### config.mk
export PLATFORM = sky130hd
export DESIGN_NAME = tteil_irq_ctrl
export DESIGN_NICKNAME = d
export VERILOG_FILES = /design/src/rtl/unused_placeholder_none.sv /design/src/rtl/tteil_pkg.sv /design/src/rtl/tteil_irq_ctrl.sv /design/src/rtl/tteil_flag_bank.sv
export SDC_FILE = /design/constraint.sdc
export NUM_CORES = 1
export LEC_CHECK = 0
export BUFFER_PORTS_ARGS = -buffer_cell sky130_fd_sc_hd__buf_2
export CAP_MARGIN = 20
export CORE_MARGIN = 2
export CORE_UTILIZATION = 50
export CTS_CLUSTER_SIZE = 40
export DETAILED_ROUTE_END_ITERATION = 10
export GPL_TIMING_DRIVEN = 0
export PLACE_DENSITY = 0.7
export SLEW_MARGIN = 5
export SYNTH_ARGS = -nofsm -noshare
export SYNTH_HDL_FRONTEND = slang
export SYNTH_SLANG_ARGS = --single-unit
### constraint.sdc
create_clock -name clk_sys -period 2.3 [get_ports clk_sys]
set_input_delay 0.46 -clock clk_sys [delete_from_list [all_inputs] [get_ports clk_sys]]
set_output_delay 0.46 -clock clk_sys [all_outputs]
set_load 0.01 [all_outputs]
### src/rtl/unused_placeholder_none.sv
// intentionally empty file kept out of the build
`timescale 1ns/1ps

### src/rtl/tteil_pkg.sv
// package: register map, field widths, reset values and bus carriers of the interrupt block
package tteil_pkg;
    localparam int TTEIL_GPIO_N = 12;
    localparam int TTEIL_MISC_N = 8;
    localparam int TTEIL_TEMP_W = 12;
    localparam int TTEIL_ADDR_W = 8;

    localparam logic [7:0] TTEIL_OFS_PRIMARY = 8'h00;
    localparam logic [7:0] TTEIL_OFS_GPIO_FLAG = 8'h04;
    localparam logic [7:0] TTEIL_OFS_GPIO_MASK = 8'h08;
    localparam logic [7:0] TTEIL_OFS_GPIO_RISE = 8'h0c;
    localparam logic [7:0] TTEIL_OFS_GPIO_FALL = 8'h10;
    localparam logic [7:0] TTEIL_OFS_THERM_FLAG = 8'h14;
    localparam logic [7:0] TTEIL_OFS_THERM_MASK = 8'h18;
    localparam logic [7:0] TTEIL_OFS_THERM_LEVEL = 8'h1c;
    localparam logic [7:0] TTEIL_OFS_MISC_FLAG = 8'h20;
    localparam logic [7:0] TTEIL_OFS_MISC_MASK = 8'h24;
    localparam logic [7:0] TTEIL_OFS_LIVE = 8'h28;

    localparam int TTEIL_PRI_GPIO = 0;
    localparam int TTEIL_PRI_THERM = 1;
    localparam int TTEIL_PRI_MISC = 2;
    localparam int TTEIL_LIVE_TEMP_BIT = 16;

    localparam logic [11:0] TTEIL_GPIO_MASK_RST = 12'hfff;
    localparam logic [11:0] TTEIL_GPIO_RISE_RST = 12'hfff;
    localparam logic [11:0] TTEIL_GPIO_FALL_RST = 12'h000;
    localparam logic [0:0] TTEIL_THERM_MASK_RST = 1'h1;
    localparam logic [11:0] TTEIL_THERM_LEVEL_RST = 12'hc00;
    localparam logic [7:0] TTEIL_MISC_MASK_RST = 8'hff;

    localparam logic [1:0] TTEIL_RESP_OKAY = 2'h0;
    localparam logic [1:0] TTEIL_RESP_SLVERR = 2'h2;

    typedef struct packed {
        logic [7:0] addr;
        logic [31:0] data;
        logic [3:0] strb;
    } tteil_wr_t;

    typedef struct packed {
        logic [31:0] data;
        logic [1:0] resp;
    } tteil_rd_t;
endpackage

### src/rtl/tteil_irq_ctrl.sv
// module: two-tier event interrupt controller with an AXI4-Lite register slave
// What this block does
// (RL1) each event sets its own latching flag
// (RL2) set flag holds after the cause ends
// (RL3) writing one clears a flag, zero ignored
// (RL4) reading flag registers changes nothing
// (RL5) primary interrupt is OR of group flags
// (RL6) per-flag mask removes it from OR
// (RL7) dedicated interrupt pin alerts the host
// (RL8) host reads flags, acts, then clears them
// (RL9) a general pin edge sets a flag if its rise or fall enable is set
// (RL10) temperature reaching warning level sets flag
// (RL11) pin high while any primary is active
`timescale 1ns/1ps
module tteil_irq_ctrl
    import tteil_pkg::*;
(
    input wire logic clk_sys,
    input wire logic rst,
    input wire logic ce,
    input wire logic [TTEIL_GPIO_N-1:0] general_pins_1_to_12,
    input wire logic [TTEIL_TEMP_W-1:0] temp_value,
    input wire logic temp_valid,
    input wire logic [TTEIL_MISC_N-1:0] misc_events,
    input wire logic [TTEIL_ADDR_W-1:0] s_axi_awaddr,
    input wire logic [2:0] s_axi_awprot,
    input wire logic s_axi_awvalid,
    output logic s_axi_awready,
    input wire logic [31:0] s_axi_wdata,
    input wire logic [3:0] s_axi_wstrb,
    input wire logic s_axi_wvalid,
    output logic s_axi_wready,
    output logic [1:0] s_axi_bresp,
    output logic s_axi_bvalid,
    input wire logic s_axi_bready,
    input wire logic [TTEIL_ADDR_W-1:0] s_axi_araddr,
    input wire logic [2:0] s_axi_arprot,
    input wire logic s_axi_arvalid,
    output logic s_axi_arready,
    output logic [31:0] s_axi_rdata,
    output logic [1:0] s_axi_rresp,
    output logic s_axi_rvalid,
    input wire logic s_axi_rready,
    output logic irq
);
    // pin synchroniser and edge history
    logic [TTEIL_GPIO_N-1:0] gp_s1;
    logic [TTEIL_GPIO_N-1:0] gp_s2;
    logic [TTEIL_GPIO_N-1:0] gp_s3;

    // software-visible control
    logic [TTEIL_GPIO_N-1:0] gpio_mask;
    logic [TTEIL_GPIO_N-1:0] gpio_rise_en;
    logic [TTEIL_GPIO_N-1:0] gpio_fall_en;
    logic [0:0] therm_mask;
    logic [TTEIL_TEMP_W-1:0] therm_level;
    logic [TTEIL_MISC_N-1:0] misc_mask;
    logic therm_above;

    // flag banks
    logic [TTEIL_GPIO_N-1:0] gpio_flags;
    logic [0:0] therm_flags;
    logic [TTEIL_MISC_N-1:0] misc_flags;
    logic gpio_prim;
    logic therm_prim;
    logic misc_prim;

    // bus state
    tteil_wr_t wr_hold;
    logic aw_got;
    logic w_got;

    wire aw_hs = s_axi_awvalid & s_axi_awready;
    wire w_hs = s_axi_wvalid & s_axi_wready;
    wire ar_hs = s_axi_arvalid & s_axi_arready;
    wire do_write = aw_got & w_got & ~s_axi_bvalid;
    wire next_aw_got = (aw_got | aw_hs) & ~do_write;
    wire next_w_got = (w_got | w_hs) & ~do_write;
    wire next_bvalid = do_write | (s_axi_bvalid & ~s_axi_bready);
    wire next_rvalid = ar_hs | (s_axi_rvalid & ~s_axi_rready);

    wire [31:0] strb_bits = {{8{wr_hold.strb[3]}}, {8{wr_hold.strb[2]}},
                             {8{wr_hold.strb[1]}}, {8{wr_hold.strb[0]}}};
    wire [31:0] wr_bits = wr_hold.data & strb_bits;
    wire [31:0] wr_merge_keep = ~strb_bits;

    // write decode
    wire wr_gpio_flag = do_write && (wr_hold.addr == TTEIL_OFS_GPIO_FLAG);
    wire wr_gpio_mask = do_write && (wr_hold.addr == TTEIL_OFS_GPIO_MASK);
    wire wr_gpio_rise = do_write && (wr_hold.addr == TTEIL_OFS_GPIO_RISE);
    wire wr_gpio_fall = do_write && (wr_hold.addr == TTEIL_OFS_GPIO_FALL);
    wire wr_therm_flag = do_write && (wr_hold.addr == TTEIL_OFS_THERM_FLAG);
    wire wr_therm_mask = do_write && (wr_hold.addr == TTEIL_OFS_THERM_MASK);
    wire wr_therm_level = do_write && (wr_hold.addr == TTEIL_OFS_THERM_LEVEL);
    wire wr_misc_flag = do_write && (wr_hold.addr == TTEIL_OFS_MISC_FLAG);
    wire wr_misc_mask = do_write && (wr_hold.addr == TTEIL_OFS_MISC_MASK);
    wire wr_known = wr_gpio_flag | wr_gpio_mask | wr_gpio_rise | wr_gpio_fall | wr_therm_flag |
                    wr_therm_mask | wr_therm_level | wr_misc_flag | wr_misc_mask;
    wire wr_live = do_write && ((wr_hold.addr == TTEIL_OFS_PRIMARY) || (wr_hold.addr == TTEIL_OFS_LIVE));

    // only ones written with their byte lane enabled clear a flag
    wire [TTEIL_GPIO_N-1:0] gpio_clr = wr_gpio_flag ? wr_bits[TTEIL_GPIO_N-1:0] : '0; // [RL3]
    wire [0:0] therm_clr = wr_therm_flag ? wr_bits[0:0] : '0; // [RL3]
    wire [TTEIL_MISC_N-1:0] misc_clr = wr_misc_flag ? wr_bits[TTEIL_MISC_N-1:0] : '0; // [RL3]

    wire [TTEIL_GPIO_N-1:0] next_gpio_mask =
        (gpio_mask & wr_merge_keep[TTEIL_GPIO_N-1:0]) | wr_bits[TTEIL_GPIO_N-1:0];
    wire [TTEIL_GPIO_N-1:0] next_gpio_rise =
        (gpio_rise_en & wr_merge_keep[TTEIL_GPIO_N-1:0]) | wr_bits[TTEIL_GPIO_N-1:0];
    wire [TTEIL_GPIO_N-1:0] next_gpio_fall =
        (gpio_fall_en & wr_merge_keep[TTEIL_GPIO_N-1:0]) | wr_bits[TTEIL_GPIO_N-1:0];
    wire [TTEIL_TEMP_W-1:0] next_therm_level =
        (therm_level & wr_merge_keep[TTEIL_TEMP_W-1:0]) | wr_bits[TTEIL_TEMP_W-1:0];
    wire [TTEIL_MISC_N-1:0] next_misc_mask =
        (misc_mask & wr_merge_keep[TTEIL_MISC_N-1:0]) | wr_bits[TTEIL_MISC_N-1:0];

    // event sources
    wire [TTEIL_GPIO_N-1:0] gp_rise = gp_s2 & ~gp_s3;
    wire [TTEIL_GPIO_N-1:0] gp_fall = ~gp_s2 & gp_s3;
    wire [TTEIL_GPIO_N-1:0] gpio_evt = (gp_rise & gpio_rise_en) | (gp_fall & gpio_fall_en); // [RL9]
    wire temp_hot = temp_valid && (temp_value >= therm_level);
    wire [0:0] therm_evt = temp_hot & ~therm_above; // [RL10]
    wire any_prim = gpio_prim | therm_prim | misc_prim;

    // read decode; a read only selects data and never touches a flag
    wire [31:0] live_word = {15'h0, therm_above, 4'h0, gp_s2};
    wire [31:0] prim_word = {29'h0, misc_prim, therm_prim, gpio_prim};
    wire [7:0] ra = s_axi_araddr;
    wire rd_known = (ra == TTEIL_OFS_PRIMARY) || (ra == TTEIL_OFS_GPIO_FLAG) || (ra == TTEIL_OFS_GPIO_MASK) ||
                    (ra == TTEIL_OFS_GPIO_RISE) || (ra == TTEIL_OFS_GPIO_FALL) || (ra == TTEIL_OFS_THERM_FLAG) ||
                    (ra == TTEIL_OFS_THERM_MASK) || (ra == TTEIL_OFS_THERM_LEVEL) ||
                    (ra == TTEIL_OFS_MISC_FLAG) || (ra == TTEIL_OFS_MISC_MASK) || (ra == TTEIL_OFS_LIVE);
    wire [31:0] rd_data =
        (ra == TTEIL_OFS_PRIMARY) ? prim_word : // [RL5]
        (ra == TTEIL_OFS_GPIO_FLAG) ? {20'h00000, gpio_flags} : // [RL4]
        (ra == TTEIL_OFS_GPIO_MASK) ? {20'h00000, gpio_mask} :
        (ra == TTEIL_OFS_GPIO_RISE) ? {20'h00000, gpio_rise_en} :
        (ra == TTEIL_OFS_GPIO_FALL) ? {20'h00000, gpio_fall_en} :
        (ra == TTEIL_OFS_THERM_FLAG) ? {31'h0, therm_flags} :
        (ra == TTEIL_OFS_THERM_MASK) ? {31'h0, therm_mask} :
        (ra == TTEIL_OFS_THERM_LEVEL) ? {20'h00000, therm_level} :
        (ra == TTEIL_OFS_MISC_FLAG) ? {24'h000000, misc_flags} :
        (ra == TTEIL_OFS_MISC_MASK) ? {24'h000000, misc_mask} :
        (ra == TTEIL_OFS_LIVE) ? live_word : 32'h00000000;
    tteil_rd_t next_rd;
    assign next_rd.data = rd_data;
    assign next_rd.resp = rd_known ? TTEIL_RESP_OKAY : TTEIL_RESP_SLVERR;

    // pins arrive from outside the clock domain
    always_ff @(posedge clk_sys) begin
        if (rst) begin
            gp_s1 <= '0;
            gp_s2 <= '0;
            gp_s3 <= '0;
        end else if (ce) begin
            gp_s1 <= general_pins_1_to_12;
            gp_s2 <= gp_s1;
            gp_s3 <= gp_s2;
        end
    end

    // warning level crossing is re-armed once the temperature falls below it
    always_ff @(posedge clk_sys) begin
        if (rst) begin
            therm_above <= 1'b0;
        end else if (ce && temp_valid) begin
            therm_above <= temp_hot; // [RL10]
        end
    end

    always_ff @(posedge clk_sys) begin
        if (rst) begin
            gpio_mask <= TTEIL_GPIO_MASK_RST;
            gpio_rise_en <= TTEIL_GPIO_RISE_RST;
            gpio_fall_en <= TTEIL_GPIO_FALL_RST;
            therm_mask <= TTEIL_THERM_MASK_RST;
            therm_level <= TTEIL_THERM_LEVEL_RST;
            misc_mask <= TTEIL_MISC_MASK_RST;
        end else if (ce) begin
            if (wr_gpio_mask) gpio_mask <= next_gpio_mask; // [RL6]
            if (wr_gpio_rise) gpio_rise_en <= next_gpio_rise;
            if (wr_gpio_fall) gpio_fall_en <= next_gpio_fall;
            if (wr_therm_mask) therm_mask <= (therm_mask & wr_merge_keep[0:0]) | wr_bits[0:0]; // [RL6]
            if (wr_therm_level) therm_level <= next_therm_level; // [RL10]
            if (wr_misc_mask) misc_mask <= next_misc_mask; // [RL6]
        end
    end

    tteil_flag_bank #(.WIDTH(TTEIL_GPIO_N)) u_gpio_bank (
        .clk_sys(clk_sys),
        .rst(rst),
        .ce(ce),
        .set(gpio_evt),
        .clr(gpio_clr),
        .mask(gpio_mask),
        .flags(gpio_flags),
        .primary(gpio_prim)
    );

    tteil_flag_bank #(.WIDTH(1)) u_therm_bank (
        .clk_sys(clk_sys),
        .rst(rst),
        .ce(ce),
        .set(therm_evt),
        .clr(therm_clr),
        .mask(therm_mask),
        .flags(therm_flags),
        .primary(therm_prim)
    );

    tteil_flag_bank #(.WIDTH(TTEIL_MISC_N)) u_misc_bank (
        .clk_sys(clk_sys),
        .rst(rst),
        .ce(ce),
        .set(misc_events),
        .clr(misc_clr),
        .mask(misc_mask),
        .flags(misc_flags),
        .primary(misc_prim)
    );

    // interrupt pin follows the primaries one cycle later
    always_ff @(posedge clk_sys) begin
        if (rst) begin
            irq <= 1'b0;
        end else if (ce) begin
            irq <= any_prim; // [RL7] [RL11]
        end
    end

    // write channel: address and data taken in either order, answered once both are held
    always_ff @(posedge clk_sys) begin
        if (rst) begin
            aw_got <= 1'b0;
            w_got <= 1'b0;
            wr_hold <= '0;
            s_axi_awready <= 1'b0;
            s_axi_wready <= 1'b0;
            s_axi_bvalid <= 1'b0;
            s_axi_bresp <= TTEIL_RESP_OKAY;
        end else if (ce) begin
            if (aw_hs) wr_hold.addr <= s_axi_awaddr;
            if (w_hs) wr_hold.data <= s_axi_wdata;
            if (w_hs) wr_hold.strb <= s_axi_wstrb;
            aw_got <= next_aw_got;
            w_got <= next_w_got;
            s_axi_awready <= ~next_aw_got;
            s_axi_wready <= ~next_w_got;
            s_axi_bvalid <= next_bvalid;
            if (do_write) s_axi_bresp <= (wr_known | wr_live) ? TTEIL_RESP_OKAY : TTEIL_RESP_SLVERR;
        end
    end

    // read channel
    always_ff @(posedge clk_sys) begin
        if (rst) begin
            s_axi_arready <= 1'b0;
            s_axi_rvalid <= 1'b0;
            s_axi_rdata <= 32'h00000000;
            s_axi_rresp <= TTEIL_RESP_OKAY;
        end else if (ce) begin
            s_axi_arready <= ~next_rvalid;
            s_axi_rvalid <= next_rvalid;
            if (ar_hs) s_axi_rdata <= next_rd.data;
            if (ar_hs) s_axi_rresp <= next_rd.resp;
        end
    end

    property p_read_keeps_flags;
        @(posedge clk_sys) disable iff (rst)
        (ce && ar_hs && !do_write) |=> ((gpio_flags & $past(gpio_flags)) == $past(gpio_flags));
    endproperty
    a_read_keeps_flags: assert property (p_read_keeps_flags) else $error("read disturbed flags"); // [RL4]

    property p_primary_read;
        @(posedge clk_sys) disable iff (rst)
        (ce && ar_hs && (s_axi_araddr == TTEIL_OFS_PRIMARY))
            |=> (s_axi_rvalid && (s_axi_rdata[TTEIL_PRI_GPIO] == $past(|(gpio_flags & ~gpio_mask))));
    endproperty
    a_primary_read: assert property (p_primary_read) else $error("primary bit is not OR of flags"); // [RL5]

    property p_masked_out;
        @(posedge clk_sys) disable iff (rst)
        ((gpio_flags & gpio_mask) != '0) && ((gpio_flags & ~gpio_mask) == '0) |-> !gpio_prim;
    endproperty
    a_masked_out: assert property (p_masked_out) else $error("masked flag reached primary"); // [RL6]

    property p_irq_raise;
        @(posedge clk_sys) disable iff (rst)
        (ce && ((gpio_flags & ~gpio_mask) != '0)) |=> irq;
    endproperty
    a_irq_raise: assert property (p_irq_raise) else $error("enabled flag did not raise irq"); // [RL7]

    property p_gpio_edge;
        @(posedge clk_sys) disable iff (rst)
        (ce && ((gp_s2 & ~gp_s3 & gpio_rise_en) != '0))
            |=> ((gpio_flags & $past(gp_s2 & ~gp_s3 & gpio_rise_en)) == $past(gp_s2 & ~gp_s3 & gpio_rise_en));
    endproperty
    a_gpio_edge: assert property (p_gpio_edge) else $error("pin edge did not set flag"); // [RL9]

    property p_therm_warn;
        @(posedge clk_sys) disable iff (rst)
        (ce && temp_valid && (temp_value >= therm_level) && !therm_above) |=> therm_flags[0];
    endproperty
    a_therm_warn: assert property (p_therm_warn) else $error("warning level did not set flag"); // [RL10]

    property p_irq_release;
        @(posedge clk_sys) disable iff (rst)
        (ce && !gpio_prim && !therm_prim && !misc_prim) |=> !irq;
    endproperty
    a_irq_release: assert property (p_irq_release) else $error("irq stayed with no enabled flag"); // [RL11]

    property p_write_answer;
        @(posedge clk_sys) disable iff (rst)
        (ce && aw_got && w_got && !s_axi_bvalid) |=> s_axi_bvalid;
    endproperty
    a_write_answer: assert property (p_write_answer) else $error("write not answered"); // [RL3]

    property p_misc_event;
        @(posedge clk_sys) disable iff (rst)
        (ce && (misc_events != '0)) |=> ((misc_flags & $past(misc_events)) == $past(misc_events));
    endproperty
    a_misc_event: assert property (p_misc_event) else $error("block event did not set its flag"); // [RL1]

    property p_flag_read_back;
        @(posedge clk_sys) disable iff (rst)
        (ce && ar_hs && !do_write && (s_axi_araddr == TTEIL_OFS_MISC_FLAG))
            |=> (s_axi_rdata[TTEIL_MISC_N-1:0] == $past(misc_flags))
                && ((misc_flags & $past(misc_flags)) == $past(misc_flags));
    endproperty
    a_flag_read_back: assert property (p_flag_read_back) else $error("flag read lost a flag"); // [RL4]

    property p_pin_fall;
        @(posedge clk_sys) disable iff (rst)
        (ce && ((gp_fall & gpio_fall_en) != '0))
            |=> ((gpio_flags & $past(gp_fall & gpio_fall_en)) == $past(gp_fall & gpio_fall_en));
    endproperty
    a_pin_fall: assert property (p_pin_fall) else $error("falling pin edge did not set flag"); // [RL9]

    property p_misc_masked;
        @(posedge clk_sys) disable iff (rst)
        ((misc_flags & misc_mask) != '0) && ((misc_flags & ~misc_mask) == '0) |-> !misc_prim;
    endproperty
    a_misc_masked: assert property (p_misc_masked) else $error("masked block flag reached primary"); // [RL6]

    property p_irq_any;
        @(posedge clk_sys) disable iff (rst)
        (ce && (therm_prim || misc_prim)) |=> irq;
    endproperty
    a_irq_any: assert property (p_irq_any) else $error("active primary did not raise irq"); // [RL7]
endmodule // tteil_irq_ctrl

### src/rtl/tteil_flag_bank.sv
// module: bank of latching event flags with write-one clear, per-flag mask and a primary OR
`timescale 1ns/1ps
module tteil_flag_bank #(
    parameter int WIDTH = 8
) (
    input wire logic clk_sys,
    input wire logic rst,
    input wire logic ce,
    input wire logic [WIDTH-1:0] set,
    input wire logic [WIDTH-1:0] clr,
    input wire logic [WIDTH-1:0] mask,
    output logic [WIDTH-1:0] flags,
    output logic primary
);
    wire [WIDTH-1:0] enabled_flags;

    genvar i;
    generate
        for (i = 0; i < WIDTH; i++) begin : g_flag
            // a new event beats a clear that lands in the same cycle
            always_ff @(posedge clk_sys) begin
                if (rst) begin
                    flags[i] <= 1'b0;
                end else if (ce) begin
                    flags[i] <= set[i] | (flags[i] & ~clr[i]); // [RL1] [RL2] [RL3]
                end
            end
        end
    endgenerate

    assign enabled_flags = flags & ~mask; // [RL6]
    assign primary = |enabled_flags; // [RL5]

    property p_flag_set;
        @(posedge clk_sys) disable iff (rst)
        (ce && (set != '0)) |=> ((flags & $past(set)) == $past(set));
    endproperty
    a_flag_set: assert property (p_flag_set) else $error("event did not set its flag"); // [RL1]

    property p_flag_latch;
        @(posedge clk_sys) disable iff (rst)
        (ce && ((flags & ~clr) != '0)) |=> ((flags & $past(flags & ~clr)) == $past(flags & ~clr));
    endproperty
    a_flag_latch: assert property (p_flag_latch) else $error("flag dropped without a clear"); // [RL2]

    property p_flag_clear;
        @(posedge clk_sys) disable iff (rst)
        (ce && ((clr & ~set & flags) != '0)) |=> ((flags & $past(clr & ~set)) == '0);
    endproperty
    a_flag_clear: assert property (p_flag_clear) else $error("write of one did not clear flag"); // [RL3]
endmodule // tteil_flag_bank

Word level (Yosys, flattened, before mapping)

Index checks and enable logic that the tools add are counted.

Flip-flop bits (word level): 181
Output and inout bits: 42
Word-level logic and storage cells: 242

Magnitude comparators: 1
Equality and inequality tests: 20
Mux-type cells: 16
Bitwise gates (word level): 123
Reduce and logical (&&, ||, !) cells: 37

Operators with widths:

| kind                                                             | number |
|---|---|
| 17-bit two-way mux                                               | 11 |
| 12-bit AND                                                       | 10 |
| 8-bit by 5-bit == test with 1-bit output (second input constant) | 8 |
| 12-bit OR                                                        | 5 |
| 8-bit by 6-bit == test with 1-bit output (second input constant) | 6 |
| 12-bit NOT                                                       | 4 |
| 1-bit OR                                                         | 37 |
| 1-bit AND                                                        | 33 |
| 8-bit by 4-bit == test with 1-bit output (second input constant) | 4 |
| 1-bit NOT                                                        | 30 |
| 2-bit AND reduction                                              | 10 |
| 8-bit AND                                                        | 2 |
| 8-bit by 3-bit == test with 1-bit output (second input constant) | 2 |
| 8-bit zero test                                                  | 2 |
| 12-bit greater-or-equal comparator                               | 1 |
| 1-bit logical AND                                                | 12 |
| 12-bit two-way mux                                               | 1 |
| 12-bit OR reduction                                              | 1 |
| 1-bit logical OR                                                 | 11 |
| 8-bit two-way mux                                                | 1 |
| 8-bit NOT                                                        | 1 |
| 8-bit OR                                                         | 1 |
| 8-bit OR reduction                                               | 1 |
| 2-bit two-way mux                                                | 2 |
| 1-bit two-way mux                                                | 1 |

Depth between registers and ports, before layout

Depth after elaboration: 13
Gate-level depth with buffers: 8
Mapped depth without buffers: 7

By module

Synthesis repeated with hierarchy kept, for this count alone.

Cells, all modules: 967
Area total of the unflattened synthesis: 7,865.0 um^2

Modules (own cells, without submodules):

| module                          | instances | cells an instance | area each (um^2) | sequential area each (um^2) |
|---|---|---|---|---|
| tteil_irq_ctrl                  | 1         | 847               | 6,912.9          | 2,782.7 |
| tteil_flag_bank at u_gpio_bank  | 1         | 67                | 546.8            | 240.2 |
| tteil_flag_bank at u_misc_bank  | 1         | 48                | 356.6            | 160.2 |
| tteil_flag_bank at u_therm_bank | 1         | 5                 | 48.8             | 20.0 |

Worst setup path before layout

Ideal clock, no wire load.

Path kind: input to register
Start point: input port s_axi_araddr[1]
End point: register s_axi_rdata[10]
Setup time: 136 ps
Arrival: 1,789 ps
Data required time: 2,164 ps
Setup slack: 375 ps
Stages: 6
Cell sequence: or4_1 buf_6 nor2_2 a211oi_1 a211oi_1 o32ai_1

Longest elaborated chain between the ends: 12
Elaborated cells between the ends (all ways): 22

RTL lines:

| item                                     | line                  | RTL |
|---|---|---|
| start: declaration                       | tteil_irq_ctrl.sv:36  | `input wire logic [TTEIL_ADDR_W-1:0] s_axi_araddr,` |
| 8-bit by 6-bit == test with 1-bit output | tteil_irq_ctrl.sv:144 | `(ra == TTEIL_OFS_LIVE) ? live_word : 32'h00000000;` |
| 17-bit two-way mux                       | tteil_irq_ctrl.sv:144 |  |
| 17-bit two-way mux                       | tteil_irq_ctrl.sv:143 | `(ra == TTEIL_OFS_MISC_MASK) ? {24'h000000, misc_mask} :` |
| 17-bit two-way mux                       | tteil_irq_ctrl.sv:142 | `(ra == TTEIL_OFS_MISC_FLAG) ? {24'h000000, misc_flags} :` |
| 17-bit two-way mux                       | tteil_irq_ctrl.sv:141 | `(ra == TTEIL_OFS_THERM_LEVEL) ? {20'h00000, therm_level} :` |
| 17-bit two-way mux                       | tteil_irq_ctrl.sv:140 | `(ra == TTEIL_OFS_THERM_MASK) ? {31'h0, therm_mask} :` |
| 17-bit two-way mux                       | tteil_irq_ctrl.sv:139 | `(ra == TTEIL_OFS_THERM_FLAG) ? {31'h0, therm_flags} :` |
| 17-bit two-way mux                       | tteil_irq_ctrl.sv:138 | `(ra == TTEIL_OFS_GPIO_FALL) ? {20'h00000, gpio_fall_en} :` |
| 17-bit two-way mux                       | tteil_irq_ctrl.sv:137 | `(ra == TTEIL_OFS_GPIO_RISE) ? {20'h00000, gpio_rise_en} :` |
| 17-bit two-way mux                       | tteil_irq_ctrl.sv:136 | `(ra == TTEIL_OFS_GPIO_MASK) ? {20'h00000, gpio_mask} :` |
| 17-bit two-way mux                       | tteil_irq_ctrl.sv:135 | `(ra == TTEIL_OFS_GPIO_FLAG) ? {20'h00000, gpio_flags} :` |
| 17-bit two-way mux (*)                   | tteil_irq_ctrl.sv:134 | `(ra == TTEIL_OFS_PRIMARY) ? prim_word :` |
| end signal: assignment                   | tteil_irq_ctrl.sv:264 | `if (ar_hs) s_axi_rdata <= next_rd.data;` |
| end: declaration                         | tteil_irq_ctrl.sv:40  | `output logic [31:0] s_axi_rdata,` |

Every way passes the cells marked *; elsewhere a longest branch is shown, timed or not.
A chain may end at the register's enable or synchronous reset.

==> results.cfg <==
[placed_design]
port_buffers = 89
dp_cells = 1239
hpwl_um = 18600
globalplace.congestion = 0.991

[pwr]
leakagePower_nw = 3.84
clockPowerShare = 0.460
ir_drop_mv = 0.529
power_density_mw_per_mm2 = 694
p_int_w = 0.00487
p_sw_w = 0.00148
swShare = 0.233
seqPwrFrac = 0.456
power_w = 0.00635
combinationalPowerShare = 0.084

[worst_hold_path]
min-delay-start = s_axi_wdata[10]
hold_path_class = in2reg

[floorplan]
die_w_um = 129
ios = 141
rows = 45
core_region_area_mm2 = 0.0152
initial_core_util = 0.511
dieArea_mm2 = 0.0165
die_h_um = 129

[route]
dr.pass1.iters = 5
drt_iter0_markers = 479
ant_nets = 0
vias = 7341
wirelength_um = 24600
wl_per_cell_um = 19.4
vias_per_cell = 5.79
drc = 0

[critical_path]
crit_start = ce
crit_path_top_delay_cell = buf_1
r2r-start = s_axi_bvalid
critPathMaxStageDelay_ns = 0.57
critPathTopFamily = buffers and inverters
startpoint_type = input pin
crit_type = in2reg
critical_path_arrival_ns = 2.49
endpoint_kind = flop
crit_buf_inv = 4
cp.required_ns = 2.65
worstPathCellList = buf_2, clkbuf_1, clkbuf_1, buf_1, nand2_1, a21oi_1
cp_common_cell = clkbuf_1
critPathMaxFanout = 10

[clock_network]
cts_buffer_depth = 2
cts_tree = yes
clk_latency_ns = 0.43
cts.sinks = 160
h-tree-depth = 4
numCtsBuffers = 17
clkTransAtPathRegs_ns = 0.06
cts.root.buffer_cell = clkbuf_16
hold_buffers = 0

[sta]
setup_viol = 0
relSlewSlack = 0.398
hold_viol = 0
period_needed_ns = 2.15
grt_setup_unrepaired = false
fin_setup_tns_ns = 0
clock.fmax_mhz = 465
worst_pin_slew_ns = 0.903
fin_hold_ws_ns = 0.267
finalCritPeriodShare = 0.935
finalMaxSlewViolations = 0
fin_skew_ns = 0.0102

[yosys]
synth-seq-area-share = 0.413
synth_edf_count = 0
yosysUniqueCellTypes = 65
async_flop_share = 0
synth_seq_cells = 160
synth_ff_type = dfxtp_1
ys_warn_count = 0
syn_area_per_cell_um2 = 8.24
synth_cells = 942
syn-cell-area_mm2 = 0.00776

[grt]
grt_first_pass_wirelength_um = 37400
use_met3 = 0.0748
antenna_found_initial = 1
first_global_vias = 6858
grtUsageMet2 = 0.490
grt_usage = 0.302
grt_overflow_total = 0
top_usage_layer = met2
grt_max_degree = 17
grt_util_met1 = 0.381

[finish]
diodes = 0
finish.utilization = 0.602
regArea_mm2 = 0.00320
drive_gt1_frac = 0.156
final_nets = 1181
multi_input_area_mm2 = 0.00409
area_growth_syn_to_layout_pct = 17.8
fill_cells = 1435
finalNonFillerCells = 1268

[outcome]
run_status = finished, final reports clean

[run]
drv_cap = 0
==> Yosys cell counts, types with 3 or more instances <==
cell type	instances	area share
a2111oi_0	4	0.0045
a211o_1	7	0.0079
a211oi_1	12	0.012
a21o_1	8	0.0077
a21oi_1	90	0.058
a22oi_1	10	0.0097
a311oi_1	15	0.017
and3_1	7	0.0056
and3b_1	5	0.0056
buf_2	8	0.0052
buf_4	22	0.021
buf_6	3	0.0044
clkbuf_1	42	0.020
dfxtp_1	160	0.41
ha_1	12	0.019
inv_1	41	0.020
mux2_2	3	0.0044
mux2i_1	66	0.085
nand2_1	144	0.070
nand2b_1	10	0.0081
nand3_1	14	0.0090
nand3b_1	14	0.014
nand4_1	3	0.0024
nor2_1	91	0.044
nor2b_1	16	0.013
nor3_1	15	0.0097
o211ai_1	22	0.021
o21a_1	4	0.0039
o21ai_0	32	0.021
o21ai_1	5	0.0032
o22ai_1	11	0.0089
o32ai_1	3	0.0034
==> power groups by stage <==
stage | sequential [W] | clock, W | combinational (W)
6_report | 0.00289 | 0.00292 | 0.000533
5_1_grt | 0.00290 | 0.00305 | 0.000582
4_1_cts | 0.00289 | 0.00293 | 0.000522
3_5_place_dp | 0.00295 | 0 | 0.000519
3_3_place_gp | 0.00295 | 0 | 0.000511
2_1_floorplan | 0.00293 | 0 | 0.000330
==> per-layer routing <==
metal,up-vias,share of wire,wire (µm)
met3,66,0.068,1680
met4,0,0.042,1030
met5,-,0,0
li1,3525,-,-
met1,3472,0.43,10500
met2,278,0.46,11400
==> cells in the final DEF (no fill, tap or decap), drive strengths merged, types with 4 or more instances in the layout <==
cell / netlist / layout
a22oi: 10 / 10
dfxtp: 160 / 160
a211o: 7 / 7
nand3b: 14 / 14
nand2: 144 / 144
mux2i: 66 / 66
nand3: 14 / 14
a2111oi: 4 / 4
a311oi: 15 / 15
nor2b: 16 / 16
conb: 1 / 21
o22ai: 11 / 11
nor3: 17 / 17
buf: 35 / 124
and3b: 5 / 5
o211ai: 22 / 22
nor2: 93 / 93
inv: 41 / 41
nand2b: 10 / 10
ha: 12 / 12
a21oi: 90 / 90
o21ai: 37 / 37
clkbuf: 44 / 68
a211oi: 12 / 12
and3: 7 / 7
a21o: 8 / 8
o21a: 4 / 4
==> path summary, 6_finish.rpt <==
check	endpoint	slack, ns	cells past startpoint
min	wr_hold[14]	0.27	3
max	u_gpio_bank.flags[1]	0.15	6
min reg2reg	wr_hold[43]	0.46	2
max reg2reg	flop	0.16	7
==> layout make-up <==
| cell class | instances | area share |
|---|---|---|
| Tap cell | 188 | 0.0257 |
| Multi-Input combinational cell | 682 | 0.447 |
| Buffer | 79 | 0.0453 |
| Sequential cell | 160 | 0.350 |
| Inverter | 41 | 0.0168 |
| Clock inverter | 5 | 0.0112 |
| Timing Repair Buffer | 89 | 0.0487 |
| Clock buffer | 24 | 0.0549 |
==> cells by family (layout without fill, tap and decap cells) <==
kind of cell / after synthesis / count (layout) / synth area share
flops: 160 / 160 / 0.413
simple gates: 342 / 342 / 0.210
mux: 69 / 69 / 0.0894
fa+ha+maj: 12 / 12 / 0.0193
buf+inv: 120 / 238 / 0.0732
compound gates: 238 / 238 / 0.195
other cells: 1 / 21 / 0.000483
==> worst reg2reg max path, delay by kind of cell, from the launching register on <==
| kind | cells | cell delay (ns) |
|---|---|---|
| DFF | 1 | 0.34 |
| buffers and inverters | 3 | 1.04 |
| AOI/OAI and AO/OA | 1 | 0.14 |
| and+or+nand+nor | 3 | 0.47 |
==> metrics by stage <==
stage          cell area, µm²  setup WS [ns]
2_1_floorplan            7840          0.375
3_3_place_gp             8520         -0.324
3_5_place_dp             8520         -0.362
4_1_cts                  9120         0.0864
5_1_grt                  9150         0.0469
6_report                 9150          0.150
==> timing repair <==
action	4_1_cts	5_1_grt
resized for setup	0	4
setup endpoints to repair	0	17
setup buffers	0	0
No activity file was read; power rests on OpenSTA's default activity.
